**config.mk**
```make
export PLATFORM = sky130hd
export DESIGN_NAME = dtcd_core
export DESIGN_NICKNAME = d
export VERILOG_FILES = /design/src/dtcd_pkg.sv /design/src/dtcd_core.sv
export SDC_FILE = /design/constraint.sdc
export NUM_CORES = 1
export LEC_CHECK = 0
export BUFFER_PORTS_ARGS = -buffer_cell sky130_fd_sc_hd__buf_2
export CORE_ASPECT_RATIO = 1.75
export CORE_MARGIN = 8
export CORE_UTILIZATION = 55
export DETAILED_ROUTE_END_ITERATION = 8
export PLACE_DENSITY_LB_ADDON = 0.15
export SLEW_MARGIN = 15
export SYNTH_ARGS = -nofsm -noshare
export SYNTH_HDL_FRONTEND = slang
export SYNTH_SLANG_ARGS = --single-unit
```
**constraint.sdc**
```tcl
create_clock -name clk_i -period 9.9 [get_ports clk_i]
set_input_delay 1.98 -clock clk_i [delete_from_list [all_inputs] [get_ports clk_i]]
set_output_delay 1.98 -clock clk_i [all_outputs]
set_load 0.01 [all_outputs]
```
**src/dtcd_pkg.sv**
```systemverilog
// Purpose: Shared constants and types for the digital I/O timing and change-detect block
// Assumes: 32-bit classic Wishbone register access, 50 MHz system clock
// Notes:   Register byte offsets, field positions, reset values and timing counts
package dtcd_pkg;

   // Line counts
   localparam int NUM_DIO = 16;
   localparam int NUM_PFI = 8;
   localparam int NUM_CD  = NUM_DIO + NUM_PFI;

   // Register byte offsets
   localparam logic [7:0] OFF_CTRL    = 8'h00;
   localparam logic [7:0] OFF_DIVISOR = 8'h04;
   localparam logic [7:0] OFF_DELAY   = 8'h08;
   localparam logic [7:0] OFF_COUNT   = 8'h0c;
   localparam logic [7:0] OFF_STATUS  = 8'h10;
   localparam logic [7:0] OFF_CD_RISE = 8'h14;
   localparam logic [7:0] OFF_CD_FALL = 8'h18;
   localparam logic [7:0] OFF_PU_DIR  = 8'h1c;
   localparam logic [7:0] OFF_PU_VAL  = 8'h20;
   localparam logic [7:0] OFF_ROUTE   = 8'h24;

   // Status field positions
   localparam int ST_BUSY      = 0;
   localparam int ST_ARMED     = 1;
   localparam int ST_PAUSED    = 2;
   localparam int ST_UNDERFLOW = 3;
   localparam int ST_CD_SEEN   = 4;

   // Route field position of the star trigger line (pfi lines use bits 15:0)
   localparam int ROUTE_STAR_LSB = 16;

   // Reset values
   localparam logic [31:0] RST_DIVISOR = 32'h0000_0001;
   localparam logic [31:0] RST_DELAY   = 32'h0000_0002;
   localparam logic [31:0] RST_COUNT   = 32'h0000_0000;

   // Timing: change merge window, longest time rounds down
   localparam int CLK_PERIOD_NS = 20;
   localparam int CD_WINDOW_NS  = 50;
   localparam int CD_WINDOW_CYC = (CD_WINDOW_NS / CLK_PERIOD_NS) < 1 ? 1 : (CD_WINDOW_NS / CLK_PERIOD_NS);

   // Timebase selections
   localparam logic [1:0] TB_100MHZ = 2'h0;
   localparam logic [1:0] TB_20MHZ  = 2'h1;
   localparam logic [1:0] TB_100KHZ = 2'h2;
   localparam logic [1:0] TB_EXT    = 2'h3;

   // Sample clock sources
   localparam logic [1:0] SCLK_ENGINE = 2'h0;
   localparam logic [1:0] SCLK_CHANGE = 2'h1;
   localparam logic [1:0] SCLK_EXT    = 2'h2;

   // Trigger / pause source codes above the pfi lines
   localparam logic [3:0] SRC_CHANGE   = 4'h8;
   localparam logic [3:0] SRC_NEIGHBOR = 4'h9;

   // Line route codes
   localparam logic [1:0] RT_INPUT  = 2'h0;
   localparam logic [1:0] RT_SCLK   = 2'h1;
   localparam logic [1:0] RT_START  = 2'h2;
   localparam logic [1:0] RT_CHANGE = 2'h3;

   // Control register layout
   typedef struct packed {
      logic [9:0] rsvd;
      logic [1:0] sclk_src;
      logic [2:0] tb_line;
      logic [3:0] pause_src;
      logic [3:0] trig_src;
      logic [1:0] tb_sel;
      logic       pause_low;
      logic       pause_en;
      logic       trig_fall;
      logic       trig_en;
      logic       retrig;
      logic       stop;
      logic       arm;
   } dtcd_ctrl_t;

   localparam dtcd_ctrl_t RST_CTRL = '0;

   // Timing engine states
   typedef enum logic [1:0] {
      DTCD_IDLE,
      DTCD_ARMED,
      DTCD_DELAY,
      DTCD_RUN
   } dtcd_state_t;

endpackage : dtcd_pkg

```
**src/dtcd_core.sv**
```systemverilog
// Purpose: Output sample clock timing engine, trigger handling, line states and change detection
// Assumes: Inputs other than dio_i and pfi_i synchronous to clk_i; timebase ticks arrive as one-cycle strobes
// Notes:   Registers sit on a classic Wishbone slave, one cycle to answer
// Function
// RULE1: Sample clock divides a timebase chosen from 100M, 20M, 100k or external; 100M default.
// RULE2: The timebase itself is never routable to an output line.
// RULE3: Generation starts on the start trigger, or on software start without one.
// RULE4: Retriggerable mode produces the full sample set on every start trigger.
// RULE5: Start triggers are ignored during a burst; afterwards the engine waits again.
// RULE6: Start trigger edge is selectable rising or falling; only that edge starts.
// RULE7: An exported start trigger is an active-high pulse.
// RULE8: While pause is active no output sample clocks are produced.
// RULE9: Pause never cuts a sample in progress; it acts from the next sample.
// RULE10: With onboard timebase, generation resumes immediately when pause deasserts.
// RULE11: With other sources, resume needs pause deasserted then a new clock edge.
// RULE12: Pause is level sensitive with selectable high or low polarity.
// RULE13: After reset every pfi and dio line is an undriven input.
// RULE14: Each dio line takes a programmed state: input, drive 0 or drive 1.
// RULE15: Each input line enables rising, falling or both edges for change detection.
// RULE16: Every input is synchronised before it reaches its change detector.
// RULE17: Change event is the OR of all enabled edge detectors.
// RULE18: Changes within one 50 ns window form a single change event.
// RULE19: Change event can clock samples, drive trigger lines and flag an interrupt.
// RULE20: Change event can start digital output, analog output or counter generations.
// RULE21: A sample clock with an empty output buffer flags an underflow.
// RULE22: A programmable delay, default two ticks, precedes the first sample clock.
// RULE23: A programmable sample count ends each finite generation.
// RULE24: Host sets timebase, divisor, sources, edges and polarity while idle.
//
// Implementation choices: the placing of the registers and the Wishbone register port.
`timescale 1ns/100ps
module dtcd_core
   import dtcd_pkg::*;
(
   input  wire logic               clk_i,                 // System clock, 50 MHz
   input  wire logic               rst_i,                 // Synchronous reset, active high
   input  wire logic               ce_i,                  // Clock enable, freezes all state when low
   input  wire logic               wb_cyc_i,              // Wishbone cycle
   input  wire logic               wb_stb_i,              // Wishbone strobe
   input  wire logic               wb_we_i,               // Wishbone write enable
   input  wire logic [7:0]         wb_adr_i,              // Wishbone byte address
   input  wire logic [3:0]         wb_sel_i,              // Wishbone byte lanes
   input  wire logic [31:0]        wb_dat_i,              // Wishbone write data
   output logic      [31:0]        wb_dat_o,              // Wishbone read data
   output logic                    wb_ack_o,              // Wishbone acknowledge
   input  wire logic               tick_100mhz_i,         // 100 MHz timebase tick strobe
   input  wire logic               tick_20mhz_i,          // 20 MHz timebase tick strobe
   input  wire logic               tick_100khz_i,         // 100 kHz timebase tick strobe
   input  wire logic               input_start_trigger_i, // Neighbour start trigger level
   input  wire logic               input_pause_trigger_i, // Neighbour pause trigger level
   input  wire logic               out_buf_empty_i,       // Output sample buffer empty
   input  wire logic [NUM_DIO-1:0] dio_i,                 // Digital io line levels
   output logic      [NUM_DIO-1:0] dio_o,                 // Digital io drive values
   output logic      [NUM_DIO-1:0] dio_oe_o,              // Digital io drive enables
   input  wire logic [NUM_PFI-1:0] pfi_i,                 // Programmable function line levels
   output logic      [NUM_PFI-1:0] pfi_o,                 // Programmable function drive values
   output logic      [NUM_PFI-1:0] pfi_oe_o,              // Programmable function drive enables
   output logic                    star_o,                // Star trigger out line value
   output logic                    star_oe_o,             // Star trigger out line enable
   output logic                    output_sample_clock_o, // Output sample clock pulse
   output logic                    output_start_trigger_o,// Accepted start trigger pulse
   output logic                    cd_event_o,            // Change detection event pulse
   output logic                    cd_irq_o               // Change seen flag, level
);

   // Byte-lane merge for register writes
   function automatic logic [31:0] lane_merge(input logic [31:0] old_v, input logic [31:0] new_v, input logic [3:0] sel);
      logic [31:0] r;
      r = old_v;
      for (int b = 0; b < 4; b++) begin
         if (sel[b]) begin
            r[b*8 +: 8] = new_v[b*8 +: 8];
         end
      end
      return r;
   endfunction : lane_merge

   // Edge detect with selectable direction
   function automatic logic edge_hit(input logic cur, input logic prev, input logic fall);
      return fall ? (prev & ~cur) : (cur & ~prev);
   endfunction : edge_hit

   dtcd_ctrl_t        ctrl;
   dtcd_state_t       state;
   logic [31:0]       divisor;
   logic [31:0]       delay;
   logic [31:0]       count;
   logic [NUM_CD-1:0] cd_rise;
   logic [NUM_CD-1:0] cd_fall;
   logic [15:0]       pu_dir;
   logic [15:0]       pu_val;
   logic [17:0]       route;
   logic              underflow;
   logic [NUM_CD-1:0] sync1;
   logic [NUM_CD-1:0] sync2;
   logic [NUM_CD-1:0] prev;
   logic [NUM_CD-1:0] det;
   logic [2:0]        win_cnt;
   logic              trig_prev;
   logic              ext_prev;
   logic [31:0]       div_cnt;
   logic [31:0]       dly_cnt;
   logic [31:0]       smp_cnt;
   logic              pend;
   logic              bus_req;
   logic              wr_fire;
   logic              wr_ctrl;
   logic [31:0]       wr_ctrl_v;
   logic [NUM_PFI-1:0] pfi_s;
   logic              trig_lvl;
   logic              trig_hit;
   logic              pause_lvl;
   logic              pause_act;
   logic              ext_edge;
   logic              tb_tick;
   logic              onboard;
   logic              div_end;
   logic              raw_tick;
   logic              emit;
   logic              last_smp;
   logic              start_go;
   logic              cd_event_w;
   logic [31:0]       rd_v;

   // Bus decode; writes land on the ack edge
   assign bus_req   = wb_cyc_i & wb_stb_i;
   assign wr_fire   = bus_req & wb_we_i & wb_ack_o;
   assign wr_ctrl   = wr_fire & (wb_adr_i == OFF_CTRL);
   assign wr_ctrl_v = lane_merge(ctrl, wb_dat_i, wb_sel_i);

   // Two-flop synchronisers, previous values, trigger edge history
   always_ff @(posedge clk_i) begin
      if (rst_i) begin
         sync1 <= '0;
         sync2 <= '0;
         prev  <= '0;
         trig_prev <= 1'b0;
         ext_prev <= 1'b0;
      end else if (ce_i) begin
         sync1 <= {pfi_i, dio_i}; // RULE16
         sync2 <= sync1; // RULE16
         prev  <= sync2;
         trig_prev <= trig_lvl;
         ext_prev <= pfi_s[ctrl.tb_line];
      end
   end

   assign pfi_s = sync2[NUM_CD-1:NUM_DIO];

   // Per-line rising and falling detectors
   genvar gi;
   generate
      for (gi = 0; gi < NUM_CD; gi++) begin : g_cd
         assign det[gi] = (cd_rise[gi] & sync2[gi] & ~prev[gi])
                        | (cd_fall[gi] & ~sync2[gi] & prev[gi]);   // RULE15
      end
   endgenerate

   assign cd_event_w = (|det) & (win_cnt == 3'h0); // RULE17 RULE18

   // Merge window folds changes into one event
   always_ff @(posedge clk_i) begin
      if (rst_i) begin
         win_cnt    <= 3'h0;
         cd_event_o <= 1'b0;
      end else if (ce_i) begin
         cd_event_o <= cd_event_w;                        // RULE20
         if (cd_event_w) begin
            win_cnt <= 3'(CD_WINDOW_CYC);                 // RULE18
         end else if (win_cnt != 3'h0) begin
            win_cnt <= win_cnt - 3'h1;
         end
      end
   end

   // Trigger, pause and timebase selection
   always_comb begin
      if (ctrl.trig_src < SRC_CHANGE) begin
         trig_lvl = pfi_s[ctrl.trig_src[2:0]];
      end else if (ctrl.trig_src == SRC_CHANGE) begin
         trig_lvl = cd_event_o;                           // RULE20
      end else if (ctrl.trig_src == SRC_NEIGHBOR) begin
         trig_lvl = input_start_trigger_i;
      end else begin
         trig_lvl = 1'b0;
      end
      if (ctrl.pause_src < SRC_CHANGE) begin
         pause_lvl = pfi_s[ctrl.pause_src[2:0]];
      end else begin
         pause_lvl = input_pause_trigger_i;
      end
      case (ctrl.tb_sel)                                  // RULE1
         TB_100MHZ: tb_tick = tick_100mhz_i;
         TB_20MHZ:  tb_tick = tick_20mhz_i;
         TB_100KHZ: tb_tick = tick_100khz_i;
         default:   tb_tick = ext_edge;
      endcase
   end

   assign ext_edge  = edge_hit(pfi_s[ctrl.tb_line], ext_prev, 1'b0);
   assign trig_hit  = edge_hit(trig_lvl, trig_prev, ctrl.trig_fall);      // RULE6
   assign pause_act = ctrl.pause_en & (pause_lvl ^ ctrl.pause_low);      // RULE12
   assign onboard   = (ctrl.tb_sel != TB_EXT) & (ctrl.sclk_src == SCLK_ENGINE);
   assign div_end   = tb_tick & (div_cnt + 32'h1 >= divisor);            // RULE1

   // Raw sample tick from the chosen sample clock source
   always_comb begin
      case (ctrl.sclk_src)
         SCLK_ENGINE: raw_tick = div_end;
         SCLK_CHANGE: raw_tick = cd_event_o;              // RULE19
         SCLK_EXT:    raw_tick = ext_edge;
         default:     raw_tick = 1'b0;
      endcase
   end

   // Pause is looked at only on a sample boundary
   assign emit     = (state == DTCD_RUN) & (raw_tick | pend) & ~pause_act;   // RULE8 RULE9
   assign last_smp = (count != 32'h0) & (smp_cnt + 32'h1 == count);         // RULE23
   assign start_go = (state == DTCD_ARMED) & (~ctrl.trig_en | trig_hit);     // RULE3 RULE5

   // Timing engine state machine
   always_ff @(posedge clk_i) begin
      if (rst_i) begin
         state   <= DTCD_IDLE;
         div_cnt <= 32'h0;
         dly_cnt <= 32'h0;
         smp_cnt <= 32'h0;
      end else if (ce_i) begin
         if (wr_ctrl & wr_ctrl_v[1]) begin
            state <= DTCD_IDLE;
         end else begin
            case (state)
               DTCD_IDLE: begin
                  if (wr_ctrl & wr_ctrl_v[0]) begin
                     state <= DTCD_ARMED;
                  end
               end
               DTCD_ARMED: begin
                  if (start_go) begin
                     state   <= DTCD_DELAY;
                     dly_cnt <= 32'h0;
                     smp_cnt <= 32'h0;
                  end
               end
               DTCD_DELAY: begin
                  if (delay == 32'h0 || (tb_tick && dly_cnt + 32'h1 >= delay)) begin
                     state   <= DTCD_RUN;                 // RULE22
                     div_cnt <= 32'h0;
                  end else if (tb_tick) begin
                     dly_cnt <= dly_cnt + 32'h1;          // RULE22
                  end
               end
               DTCD_RUN: begin
                  if (tb_tick) begin
                     div_cnt <= div_end ? 32'h0 : div_cnt + 32'h1;
                  end
                  if (emit) begin
                     smp_cnt <= smp_cnt + 32'h1;
                     if (last_smp) begin
                        state <= ctrl.retrig ? DTCD_ARMED : DTCD_IDLE;   // RULE4 RULE5
                     end
                  end
               end
               default: state <= DTCD_IDLE;
            endcase
         end
      end
   end

   // Held sample: first after delay with the engine source, or onboard under pause
   always_ff @(posedge clk_i) begin
      if (rst_i) begin
         pend <= 1'b0;
      end else if (ce_i) begin
         if (state == DTCD_DELAY) begin
            pend <= (ctrl.sclk_src == SCLK_ENGINE);       // RULE22
         end else if (state != DTCD_RUN || emit) begin
            pend <= 1'b0;
         end else if (raw_tick & pause_act) begin
            pend <= onboard;                              // RULE10 RULE11
         end else if (pause_act & ~onboard) begin
            pend <= 1'b0;                                 // RULE11
         end
      end
   end

   // Sample clock, start pulse and underflow
   always_ff @(posedge clk_i) begin
      if (rst_i) begin
         output_sample_clock_o  <= 1'b0;
         output_start_trigger_o <= 1'b0;
         underflow              <= 1'b0;
      end else if (ce_i) begin
         output_sample_clock_o <= emit;
         output_start_trigger_o <= start_go;              // RULE7
         if (emit & out_buf_empty_i) begin
            underflow <= 1'b1;                            // RULE21
         end else if (wr_fire && wb_adr_i == OFF_STATUS && wb_sel_i[0] && wb_dat_i[ST_UNDERFLOW]) begin
            underflow <= 1'b0;
         end
      end
   end

   // Change seen flag, set wins over clear
   always_ff @(posedge clk_i) begin
      if (rst_i) begin
         cd_irq_o <= 1'b0;
      end else if (ce_i) begin
         if (cd_event_w) begin
            cd_irq_o <= 1'b1;                             // RULE19
         end else if (wr_fire && wb_adr_i == OFF_STATUS && wb_sel_i[0] && wb_dat_i[ST_CD_SEEN]) begin
            cd_irq_o <= 1'b0;
         end
      end
   end

   // Configuration registers
   always_ff @(posedge clk_i) begin
      if (rst_i) begin
         ctrl    <= RST_CTRL;
         divisor <= RST_DIVISOR;
         delay   <= RST_DELAY;
         count   <= RST_COUNT;
         cd_rise <= '0;
         cd_fall <= '0;
         pu_dir  <= 16'h0000;
         pu_val  <= 16'h0000;
         route   <= 18'h00000;
      end else if (ce_i && wr_fire) begin
         case (wb_adr_i)
            OFF_CTRL:    ctrl    <= dtcd_ctrl_t'({wr_ctrl_v[31:2], 2'b00});   // RULE24
            OFF_DIVISOR: divisor <= lane_merge(divisor, wb_dat_i, wb_sel_i);
            OFF_DELAY:   delay   <= lane_merge(delay, wb_dat_i, wb_sel_i);
            OFF_COUNT:   count   <= lane_merge(count, wb_dat_i, wb_sel_i);
            OFF_CD_RISE: cd_rise <= NUM_CD'(lane_merge(32'(cd_rise), wb_dat_i, wb_sel_i));
            OFF_CD_FALL: cd_fall <= NUM_CD'(lane_merge(32'(cd_fall), wb_dat_i, wb_sel_i));
            OFF_PU_DIR:  pu_dir  <= 16'(lane_merge(32'(pu_dir), wb_dat_i, wb_sel_i));
            OFF_PU_VAL:  pu_val  <= 16'(lane_merge(32'(pu_val), wb_dat_i, wb_sel_i));
            OFF_ROUTE:   route   <= 18'(lane_merge(32'(route), wb_dat_i, wb_sel_i));
            default:     ;
         endcase
      end
   end

   // Line drivers; timebase is never an export choice
   always_ff @(posedge clk_i) begin
      if (rst_i) begin
         dio_o     <= '0;                                 // RULE13
         dio_oe_o  <= '0;                                 // RULE13
         pfi_o     <= '0;
         pfi_oe_o  <= '0;                                 // RULE13
         star_o    <= 1'b0;
         star_oe_o <= 1'b0;
      end else if (ce_i) begin
         dio_o    <= pu_val;                              // RULE14
         dio_oe_o <= pu_dir;                              // RULE14
         for (int i = 0; i < NUM_PFI; i++) begin
            pfi_oe_o[i] <= (route[2*i +: 2] != RT_INPUT);
            case (route[2*i +: 2])                        // RULE2
               RT_SCLK:   pfi_o[i] <= ~emit;
               RT_START:  pfi_o[i] <= start_go;           // RULE7
               RT_CHANGE: pfi_o[i] <= cd_event_w;         // RULE19
               default:   pfi_o[i] <= 1'b0;
            endcase
         end
         star_oe_o <= (route[ROUTE_STAR_LSB +: 2] != RT_INPUT);
         case (route[ROUTE_STAR_LSB +: 2])                // RULE2
            RT_SCLK:   star_o <= ~emit;
            RT_START:  star_o <= start_go;                // RULE7
            RT_CHANGE: star_o <= cd_event_w;              // RULE19
            default:   star_o <= 1'b0;
         endcase
      end
   end

   // Read data mux; unmapped offsets read zero
   always_comb begin
      case (wb_adr_i)
         OFF_CTRL:    rd_v = ctrl;
         OFF_DIVISOR: rd_v = divisor;
         OFF_DELAY:   rd_v = delay;
         OFF_COUNT:   rd_v = count;
         OFF_STATUS:  rd_v = {27'h0, cd_irq_o, underflow, pause_act,
                              state == DTCD_ARMED, state == DTCD_DELAY || state == DTCD_RUN};
         OFF_CD_RISE: rd_v = 32'(cd_rise);
         OFF_CD_FALL: rd_v = 32'(cd_fall);
         OFF_PU_DIR:  rd_v = 32'(pu_dir);
         OFF_PU_VAL:  rd_v = 32'(pu_val);
         OFF_ROUTE:   rd_v = 32'(route);
         default:     rd_v = 32'h0000_0000;
      endcase
   end

   // Wishbone answer one cycle after the request
   always_ff @(posedge clk_i) begin
      if (rst_i) begin
         wb_ack_o <= 1'b0;
         wb_dat_o <= 32'h0000_0000;
      end else if (ce_i) begin
         wb_ack_o <= bus_req & ~wb_ack_o;
         if (bus_req & ~wb_ack_o & ~wb_we_i) begin
            wb_dat_o <= rd_v;
         end
      end
   end

endmodule : dtcd_core

```
======== Word-level counts from Yosys, hierarchy flattened ========
Index checks and enable logic that the tools add are counted.
storage, ports and cells
  flip-flop bits (word level) ............. 488
  input bits .............................. 80
  output and inout port bits .............. 87
  word-level logic and storage cells ...... 460
cells by class
  $add $sub $neg .......................... 4
  magnitude comparators ................... 7
  equality and inequality tests ........... 59
  muxes and demuxes ....................... 52
  bitwise gates (word level) .............. 203
  reductions and logical operators ........ 72
operators by type and width
  cell                                                                           number
  32-bit one-hot mux with 10 select lines                                        1
  32-bit 2-to-1 mux                                                              7
  32-bit one-hot mux with 2 select lines                                         3
  1-bit AND                                                                      118
  32-bit by 1-bit adder with 32-bit output (second input constant)               3
  3-bit AND reduction                                                            29
  32-bit >= comparator                                                           2
  1-bit NOT                                                                      58
  2-bit == test (second input constant)                                          22
  1-bit one-hot mux with 3 select lines                                          11
  32-bit == test                                                                 1
  8-bit by 5-bit == test with 1-bit output (second input constant)               4
  32-bit logical NOT                                                             1
  32-bit nonzero test                                                            1
  2-bit nonzero test                                                             15
  1-bit bitwise OR                                                               26
  2-bit by 1-bit == test with 1-bit output (second input constant)               12
  24-bit OR reduction                                                            1
  1-bit 2-to-1 mux                                                               17
  8-bit by 4-bit == test with 1-bit output (second input constant)               2
  8-bit by 6-bit == test with 1-bit output (second input constant)               2
  2-bit inequality test (second input constant)                                  8
  2-bit 2-to-1 mux                                                               7
  3-bit by 4-bit less-than comparator with 1-bit output (second input constant)  3
  other kinds (20)                                                               43

======== Longest topological paths before layout ========
Gate-level depths: netlist of run 1.
  word-level depth ........................ 12
  depth in mapped cells ................... 22
  depth with buffers taken out ............ 18

======== Least setup slack after synthesis of run 1 ========
No wires, ideal clock.
  path kind ............................... reg-to-reg
  start ................................... register div_cnt[0]
  end ..................................... register smp_cnt[11]
  setup time .............................. 72 ps
  data arrival time ....................... 4591 ps
  required time ........................... 9828 ps
  path slack .............................. 5237 ps
  stages on the path, launching flop included .. 23
  buffers on the path ..................... 4
  period minus slack after synthesis ...... 4663 ps
  cell sequence ........................... dfxtp_1 > ha_1 > and3_1 > and3_1 > clkbuf_1 > nand3_1 > nor3_1 > and2_1 > clkbuf_1 > nand4_1 > xnor2_1 > ha_1 > nand4_1 > nor3_1 > nand3_1 > a311oi_1 > o211ai_2 > a211o_4 > buf_6 > nor3_4 > buf_6 > nand4_1 > mux2i_1
between the ends
  cells in the longest elaborated chain, start to end .. 9
RTL lines
  what                                      RTL line          text
  start: declaration                        dtcd_core.sv:101  logic [31:0] div_cnt;
  start signal: assignment                  dtcd_core.sv:255  div_cnt <= div_end ? 32'h0 : div_cnt + 32'h1;
  32-bit by 1-bit adder with 32-bit output  dtcd_core.sv:204  assign div_end = tb_tick & (div_cnt + 32'h1 >= divisor);
  32-bit >= comparator                      dtcd_core.sv:204
  1-bit AND                                 dtcd_core.sv:204
  1-bit one-hot mux with 3 select lines     dtcd_core.sv:208  case (ctrl.sclk_src)
  1-bit bitwise OR                          dtcd_core.sv:217  assign emit = (state == DTCD_RUN) & (raw_tick | pend) & ~pause_act;
  1-bit AND (2 in series)                   dtcd_core.sv:217
  2-bit inequality test (no source line)    -
  5-bit AND reduction (no source line)      -
  end signal: assignment                    dtcd_core.sv:258  smp_cnt <= smp_cnt + 32'h1;
  end: declaration                          dtcd_core.sv:103  logic [31:0] smp_cnt;
No other way between the ends.
A chain may end at the register's enable or synchronous reset.

======== Worst setup path in the final report of run 1 ========
  start ................................... register div_cnt[0]
  end ..................................... register smp_cnt[19]
The elaborated chain is that of the path after synthesis.

==> reports/results.ini, run 1 <==
[outcome]
outcome = complete, no violations

[timing]
setup_ws_ns = 3.983
finalClockSkew_ns = 0.04834
drv_slew = 0
fin_tns_setup_ns = 0
worst_slew_pin_slew_ns = 1.106
max_slew_margin_pct = 25.59
hold_violations = 0
finalCritPeriodShare_pct = 59.76
rsz0062_at_grt = no
setup_viol = 0
period_minus_slack_ns = 5.917
clock.fmax_mhz = 169.0

[yosys]
synth_top_area_cell = dfxtp_1
syn_inst = 2844
synth-edff-count = 0
synth_nets = 2998
yosysWarnings = 0
ys_async_sr_fraction_pct = 0
synth_commonest_cells = nor2_1, dfxtp_1, mux2i_1
ys_ff_latch = 488
syn-cell-area_um2 = 24470
synth_cell_types = 87
syn_area_per_cell_um2 = 8.603
yosysMostFrequentCell = nor2_1
synth_top_area_share_pct = 39.93
synth_area_leaders = dfxtp_1, mux2i_1, nor2_1
yosysSeqAreaShare_pct = 39.93
ys.flop_type = dfxtp_1

[setup_path]
critPathLaunchType = register
slowest_stage = a211oi_4
path_cells = ha_1 -> and3_1 -> and3_1 -> nand3_1 -> nor3_1 -> and2_1 -> nand3_1 -> xnor2_1 -> ha_1 -> nand4_1 -> nor3_1 -> nand3_1 -> a311oi_1 -> o211ai_2 -> a211oi_4 -> nand3_2 -> or3_1 -> o21ai_0
path_buf_inv = 0
cp.arrival_ns = 6.42
crit_type = register to register
max_stage_delay_ns = 0.80
crit_top_cell = nand3_1
crit_family = simple AND/OR/NAND/NOR gates
crit_required_ns = 10.40
path_max_fanout = 18
crit_path_end_kind = register

[power]
power_density_nw_per_um2 = 147.4
power.static_leakage_nw = 10.14
vdd_drop_max_mv = 0.1625
power_mw = 3.979

[layout]
drive_gt1_share_pct = 10.01
final_nets = 3055
finalNonFillerCells = 3512
area_delta_synth_final_pct = 10.34
multi_input_area_um2 = 13650
seq_area_um2 = 9769
n_fill_cell = 3980

[global_routing]
grtUsageMet1_pct = 32.94
grt_max_degree = 211
grt_pass1_vias = 21590
grt_pass1_wl_um = 127600
top_usage_layer = met2
overflow = 0
met2_usage_pct = 55.73
track_usage_pct = 31.78
antenna_found_initial = 1
grtUsageMet3_pct = 5.113

[detailed_routing]
num_vias = 22070
wl_um = 84540
drt_iter0_markers = 1872
wl_per_cell_um = 24.07
drc = 0
ant_nets = 0
viasPerCell = 6.283
drt_first_pass_iters = 7

[placed_design]
place_ws_ns = 4.077
dp_cells = 3425
gp_congestion = 1.009
hpwl_um = 63040
io_buffer_count = 166

[cts]
cts_tree = yes
cts_sinks = 488
path_clk_slew_ns = 0.07
hold_buffers = 0
clk_latency_ns = 0.61
cts_made_buffers = 46
post_cts_buffers = 0
cts_resized = 0
clock-root-buffer = clkbuf_16
htree_levels = 2
cts_buffer_depth = 3

[floorplanning]
dieArea_um2 = 51760
initial_utilization_pct = 55.57
rows = 102
die_w_um = 175.4
die_y_um = 295.0
core_region_area_um2 = 44030
ioPinCount = 167

[job]
drv_cap = 0

[min_path]
hold_path.class = register to register

## kinds of logic (layout without fill, tap and decap cells)
kind of cell	Yosys count	count (layout)	synth area share, %
and+or+nand+nor	1063	1063	20.17
AOI/OAI and AO/OA	485	485	12.65
adders and majority gates	74	74	3.784
muxes	376	376	15.78
other	0	2	0
buffers and inverters	263	357	4.275
xor gates and xnor gates	95	95	3.401
DFF	488	488	39.93
## per-layer routing
metal / up-vias / wire (um)
li1: 10210 / -
met2: 994 / 41600
met3: 344 / 5147
met4: 0 / 8057
met5: - / 0
met1: 10520 / 29730
## state kept, by name, summed over array words and instances, names as in the netlist, 30 cells and up
register / cells
count: 32
ctrl: 30
delay: 32
div_cnt: 32
divisor: 32
dly_cnt: 32
smp_cnt: 32
wb_dat_o: 32
## where the power goes
group	leakage, nW	switching, mW	internal, mW
registers	3.94	0.0147	1.98
clock network	0.738	0.817	0.984
logic	5.46	0.125	0.0575
## metrics by stage
step                      cell area [um^2]  util, %  hold slack (ns)
after floorplan                      24470        -           0.4363
after global placement               25460    57.82           0.4450
after detailed placement             25460    57.82           0.4606
after CTS                            26990    61.30           0.4700
after global routing                 26990    61.30           0.4807
final                                26990    61.31           0.4682
## cell type report
cell class	instances	share of cell area, %
Inverter	89	1.238
Antenna cell	2	0.01854
Sequential cell	488	36.19
Multi-Input combinational cell	2093	50.58
Tap cell	572	2.651
Clock inverter	22	0.8667
Timing Repair Buffer	183	3.657
Clock buffer	63	4.802
## final timing paths
path	endpoint	start	slack, ns	cells after the start
max	smp_cnt[19]	div_cnt[0]	3.98	18
min	divisor[3]	divisor[3]	0.47	2
max reg2reg	smp_cnt[19]	div_cnt[0]	3.98	18
min reg2reg	divisor[3]	divisor[3]	0.47	2
## worst register-to-register path: stages (launching register included)
cell and delay (ns):
dfxtp_1 0.41, ha_1 0.25, and3_1 0.21, and3_1 0.29, nand3_1 0.19, nor3_1 0.32, and2_1 0.35, nand3_1 0.18
xnor2_1 0.16, ha_1 0.31, nand4_1 0.12, nor3_1 0.34, nand3_1 0.19, a311oi_1 0.36, o211ai_2 0.28, a211oi_4 0.80
nand3_2 0.52, or3_1 0.50, o21ai_0 0.07
## layout by cell type, fill, tap and decap left out, types with 37 or more instances in the layout
master / count
xnor2_1: 58
and3_1: 42
dfxtp_1: 488
nand2_1: 207
buf_2: 164
a31oi_1: 38
inv_1: 88
xor2_1: 37
clkbuf_16: 47
mux2i_1: 364
ha_1: 74
nor2_1: 488
nor4_1: 39
o21ai_0: 86
nand3_1: 86
nand4_1: 42
a21oi_1: 167
No activity file was read; power rests on OpenSTA's default activity.
==> inputs of run 2 (changes only) <==
- clock period: 9.9 -> 5.75 ns (I/O delays scaled with it)
==> reports/results.ini, run 2 (synthesis results as in run 1) <==
[placed_design]
dp_cells = 3438  ; +0.38%
gp_congestion = 0.9806  ; -2.8%
hpwl_um = 64720  ; +2.7%
io_buffer_count = 166  ; unchanged
placed_area_um2 = 25550  ; +0.37%
place_ws_ns = 0.5634  ; -3.514 ns

[min_path]
hold_depth = 2  ; unchanged
worstHoldEndpoint = divisor[4]
hold_start = divisor[4]
hold_path.class = register to register

[setup_path]
rr_endpoint = smp_cnt[22]
slowest_stage = or3_1
rr_worst_depth = 18  ; unchanged
crit_required_ns = 6.25  ; -4.15 ns
critPathLaunchType = register
max_stage_delay_ns = 0.49  ; -0.31 ns
path_cells = ha_1 -> and3_1 -> and3_1 -> nand3_1 -> nor3_1 -> and2_1 -> nand3_1 -> xnor2_1 -> ha_1 -> nand4_1 -> nor3_1 -> nand3_1 -> a311oi_1 -> o211ai_2 -> a211oi_4 -> nand3_2 -> or3_1 -> o21ai_0
r2r_start = div_cnt[0]
crit_top_cell = nand3_1
rrSetupSlack_ns = 0.52  ; -3.46 ns
startpoint = div_cnt[0]
crit_type = register to register
crit_path_end_kind = register
cp.arrival_ns = 5.73  ; -0.69 ns
path_max_fanout = 18  ; unchanged

[layout]
finalInstanceArea_um2 = 27140  ; +0.53%
area_delta_synth_final_pct = 10.92
final_nets = 3068  ; +0.43%
finalNonFillerCells = 3526  ; +0.40%
most-common-layout-cells = nor2_1, dfxtp_1, mux2i_1, nand2_1, a21oi_1
n_fill_cell = 3941  ; -0.98%
final_common_cell = nor2_1
seq_area_um2 = 9769  ; unchanged
multi_input_area_um2 = 13650  ; about the same
drive_gt1_share_pct = 10.20  ; +0.19 points
postLayoutCoreUtil_pct = 61.64  ; +0.33 points

[floorplanning]
core_region_area_um2 = 44030  ; unchanged
die_y_um = 295.0  ; unchanged
initial_utilization_pct = 55.57  ; unchanged
die_w_um = 175.4  ; unchanged
rows = 102  ; unchanged
dieArea_um2 = 51760  ; unchanged
ioPinCount = 167  ; unchanged

[detailed_routing]
viasPerCell = 6.259  ; -0.38%
wl_per_cell_um = 24.76  ; +2.9%
drt_first_pass_iters = 6  ; -1
ant_nets = 0  ; unchanged
drc = 0  ; unchanged
num_vias = 22070  ; +0.014%
drt_iter0_markers = 1940  ; +3.6%
wl_um = 87310  ; +3.3%

[cts]
cts_resized = 0  ; unchanged
cts_buffer_depth = 3  ; unchanged
cts_sinks = 488  ; unchanged
hold_buffers = 0  ; unchanged
htree_levels = 2  ; unchanged
cts_tree = yes
clock-root-buffer = clkbuf_16
clk_latency_ns = 0.59  ; -0.02 ns
post_cts_buffers = 0  ; unchanged
cts_made_buffers = 46  ; unchanged
path_clk_slew_ns = 0.06  ; about the same

[outcome]
outcome = complete, no violations

[global_routing]
grt_pass1_vias = 21420  ; -0.82%
grt_max_degree = 240  ; +14%
track_usage_pct = 32.44  ; +0.67 points
grt_pass1_wl_um = 129800  ; +1.7%
antenna_found_initial = 5  ; +4
overflow = 0  ; unchanged

[timing]
hold_violations = 0  ; unchanged
rsz0062_at_grt = no
hold_slack_ns = 0.4657  ; -0.002513 ns
fin_tns_setup_ns = 0  ; unchanged
period_minus_slack_ns = 5.228  ; -0.6880 ns
max_slew_margin_pct = 22.59  ; -3.0 points
setup_ws_ns = 0.5215  ; -3.462 ns
finalCritPeriodShare_pct = 90.93  ; +31 points
drv_slew = 0  ; unchanged
finalClockSkew_ns = 0.02031  ; -0.02803 ns
setup_viol = 0  ; unchanged
clock.fmax_mhz = 191.3  ; +13%
worst_slew_pin_slew_ns = 1.161  ; +0.05524 ns

[power]
power.static_leakage_nw = 10.23  ; +0.94%
power_density_nw_per_um2 = 258.1  ; +75%
vdd_drop_max_mv = 0.2982  ; +84%
power_mw = 7.004  ; +76%

[job]
drv_cap = 0  ; unchanged

## run 2: cell types whose count changed in the layout (fill, tap and decap cells not counted), sizes merged
cell | previous run | this run
buf | 183 | 196
bufinv | 2 | 6
clkbuf | 63 | 67
clkinv | 15 | 11
clkinvlp | 5 | 2
diode | 2 | 3
inv | 89 | 88
## run 2: how the worst max path moves through the flow
stage | endpoint | slack [ns]
2_1_floorplan | smp_cnt[11] | 1.09
3_3_place_gp | smp_cnt[25] | 0.78
3_5_place_dp | smp_cnt[20] | 0.56
4_1_cts | smp_cnt[22] | 0.54
5_1_grt | smp_cnt[15] | 0.09
6_report | smp_cnt[22] | 0.52
## run 2: final cells by class
| type | instances | share of cell area (%) |
|---|---|---|
| Multi-Input combinational cell | 2093 | 50.30 |
| Sequential cell | 488 | 36.00 |
| Clock buffer | 67 | 4.795 |
| Timing Repair Buffer | 196 | 3.997 |
| Tap cell | 572 | 2.637 |
| Inverter | 89 | 1.231 |
| Clock inverter | 18 | 1.014 |
| Antenna cell | 3 | 0.02766 |
## run 2: report_power, final
| group | internal, mW | switching, mW |
|---|---|---|
| combinational | 0.101 | 0.218 |
| sequential | 3.41 | 0.0255 |
| clock | 1.85 | 1.40 |
## run 2: critical path: cells and delay by family (launching register included)
kind	cells	cell delay [ns]
AOI/OAI and AO/OA	4	1.06
DFF	1	0.41
xor gates and xnor gates	1	0.17
adders and majority gates	2	0.56
and+or+nand+nor	11	2.94
## run 2: layer usage
metal	wire length, um	up-vias	GRT usage (%)
li1	-	10220	-
met5	13	-	0
met2	43490	966	58.07
met4	7325	2	24.17
met1	31360	10580	34.08
met3	5133	298	4.755
==> inputs of run 3 (changes only) <==
- CELL_PAD_IN_SITES_DETAIL_PLACEMENT: not set -> 1
- CELL_PAD_IN_SITES_GLOBAL_PLACEMENT: not set -> 1
- CORE_UTILIZATION: 55 -> 47
==> reports/results.ini, run 3 (synthesis results as in run 1) <==
[placed_design]
placed_area_um2 = 25720  ; +0.63%
place_ws_ns = 0.2991  ; -0.2644 ns
hpwl_um = 71890  ; +11%
gp_congestion = 0.9443  ; -3.7%
io_buffer_count = 166  ; unchanged

[power]
power_density_nw_per_um2 = 256.9  ; -0.48%
power.static_leakage_nw = 10.28  ; +0.46%
vdd_drop_max_mv = 0.2452  ; -18%

[setup_path]
rr_worst_depth = 18  ; unchanged
crit_path_end_kind = register
cp.arrival_ns = 5.85  ; +0.12 ns
path_max_fanout = 11  ; -7
crit_required_ns = 6.26  ; about the same
critPathLaunchType = register
crit_type = register to register

[layout]
antennaDiodeCount = 0  ; -3
postLayoutCoreUtil_pct = 53.08  ; -8.6 points
drive_gt1_share_pct = 10.78  ; +0.58 points
most-common-layout-cells = nor2_1, dfxtp_1, mux2i_1, nand2_1, a21oi_1
n_fill_cell = 6093  ; +55%
multi_input_area_um2 = 13670  ; +0.13%
finalInstanceArea_um2 = 27320  ; +0.68%
seq_area_um2 = 9769  ; unchanged
area_delta_synth_final_pct = 11.68
final_nets = 3076  ; +0.26%

[detailed_routing]
num_vias = 22400  ; +1.5%
drt_iter0_markers = 1515  ; -22%
drc = 0  ; unchanged
ant_nets = 0  ; unchanged
wl_um = 95790  ; +9.7%
viasPerCell = 6.169  ; -1.4%
drt_first_pass_iters = 5  ; -1
wl_per_cell_um = 26.38  ; +6.5%

[outcome]
outcome = complete, no violations

[floorplanning]
die_y_um = 317.8  ; +7.7%
initial_utilization_pct = 47.53  ; -8.0 points
ioPinCount = 167  ; unchanged
dieArea_um2 = 59900  ; +16%
core_region_area_um2 = 51470  ; +17%
rows = 110  ; +7.8%
die_w_um = 188.5  ; +7.4%

[global_routing]
overflow = 0  ; unchanged
grt_max_degree = 112  ; -53%
grt_pass1_wl_um = 145400  ; +12%
antenna_found_initial = 1  ; -4
track_usage_pct = 31.12  ; -1.3 points
grt_pass1_vias = 23650  ; +10%

[cts]
cts_made_buffers = 48  ; +4.3%
htree_levels = 2  ; unchanged
clk_latency_ns = 0.60  ; about the same
path_clk_slew_ns = 0.07  ; about the same
cts_sinks = 488  ; unchanged
clock-root-buffer = clkbuf_16
cts_tree = yes
post_cts_buffers = 0  ; unchanged
cts_buffer_depth = 3  ; unchanged

[timing]
hold_violations = 0  ; unchanged
rsz0062_at_grt = no
fin_tns_setup_ns = 0  ; unchanged
setup_viol = 0  ; unchanged
finalClockSkew_ns = 0.01722  ; -0.003095 ns
worst_slew_pin_slew_ns = 1.196  ; +0.03525 ns
finalCritPeriodShare_pct = 92.91  ; +2.0 points
setup_ws_ns = 0.4079  ; -0.1136 ns
clock.fmax_mhz = 187.2  ; -2.1%
max_slew_margin_pct = 20.24  ; -2.3 points
period_minus_slack_ns = 5.342  ; +0.1136 ns
drv_slew = 0  ; unchanged

[job]
drv_cap = 0  ; unchanged

[min_path]
hold_path.class = register to register
hold_depth = 2  ; unchanged

## run 3: cell types whose count changed in the layout (fill, tap and decap cells not counted), moves of 2 or more
cell,delta
bufinv_16,-2
clkbuf_8,+4
inv_6,+2
clkinv_2,+5
clkbuf_1,-7
diode_2,-3
buf_4,+7
## run 3: final cells by class
cell class / instances / share of cell area (%)
inverters: 89 / 1.223
repair buffers: 202 / 4.099
clock buffers: 64 / 4.909
flip-flops and latches: 488 / 35.76
clock inverters: 23 / 0.9113
multi-input cells: 2093 / 50.03
well taps: 672 / 3.077
## run 3: what timing repair did
item / in CTS / in global routing
endpoints found under the setup margin: 0 / 17
hold buffers: 0 / 0
gates resized for setup: 0 / 4
## run 3: worst paths after layout
| check | from | end | slack (ns) |
|---|---|---|---|
| hold reg to reg | divisor[3] | divisor[3] | 0.47 |
| setup / recovery | div_cnt[0] | smp_cnt[25] | 0.41 |
| hold / removal | divisor[3] | divisor[3] | 0.47 |
| setup reg to reg | div_cnt[0] | smp_cnt[25] | 0.41 |
## run 3: metrics by stage
stage / hold WS (ns) / total power [mW] / std cells
6_report: 0.4709 / 7.018 / 3631
2_1_floorplan: 0.4363 / 3.698 / 2844
4_1_cts: 0.4663 / 7.064 / 3631
3_3_place_gp: 0.4437 / 3.817 / 3544
5_1_grt: 0.4965 / 7.217 / 3631
3_5_place_dp: 0.4574 / 3.832 / 3544
## run 3: power by group
group / internal, mW / switching, mW / total (mW)
registers: 3.41 / 0.0277 / 3.44
logic: 0.101 / 0.223 / 0.324
clock network: 1.83 / 1.43 / 3.26
## run 3: routing by layer
metal	vias up	wire, um	GRT usage (%)
met5	-	9	0
li1	10230	-	-
met1	11080	34230	32.34
met3	339	4993	4.844
met4	2	8057	22.08
met2	747	48510	56.05
## run 3: worst max-delay path, stage by stage, from the launching register on
cell,delay [ns]
dfxtp_1,0.42
ha_1,0.26
and3_1,0.20
and3_1,0.29
nand3_1,0.20
nor3_2,0.27
and2_1,0.32
nand3_1,0.19
xnor2_1,0.17
ha_1,0.33
nand4_1,0.15
nor3_1,0.34
nand3_1,0.13
a311oi_1,0.37
o211ai_2,0.34
a211o_4,0.52
nor2_4,0.15
or4b_1,0.46
a21oi_1,0.15
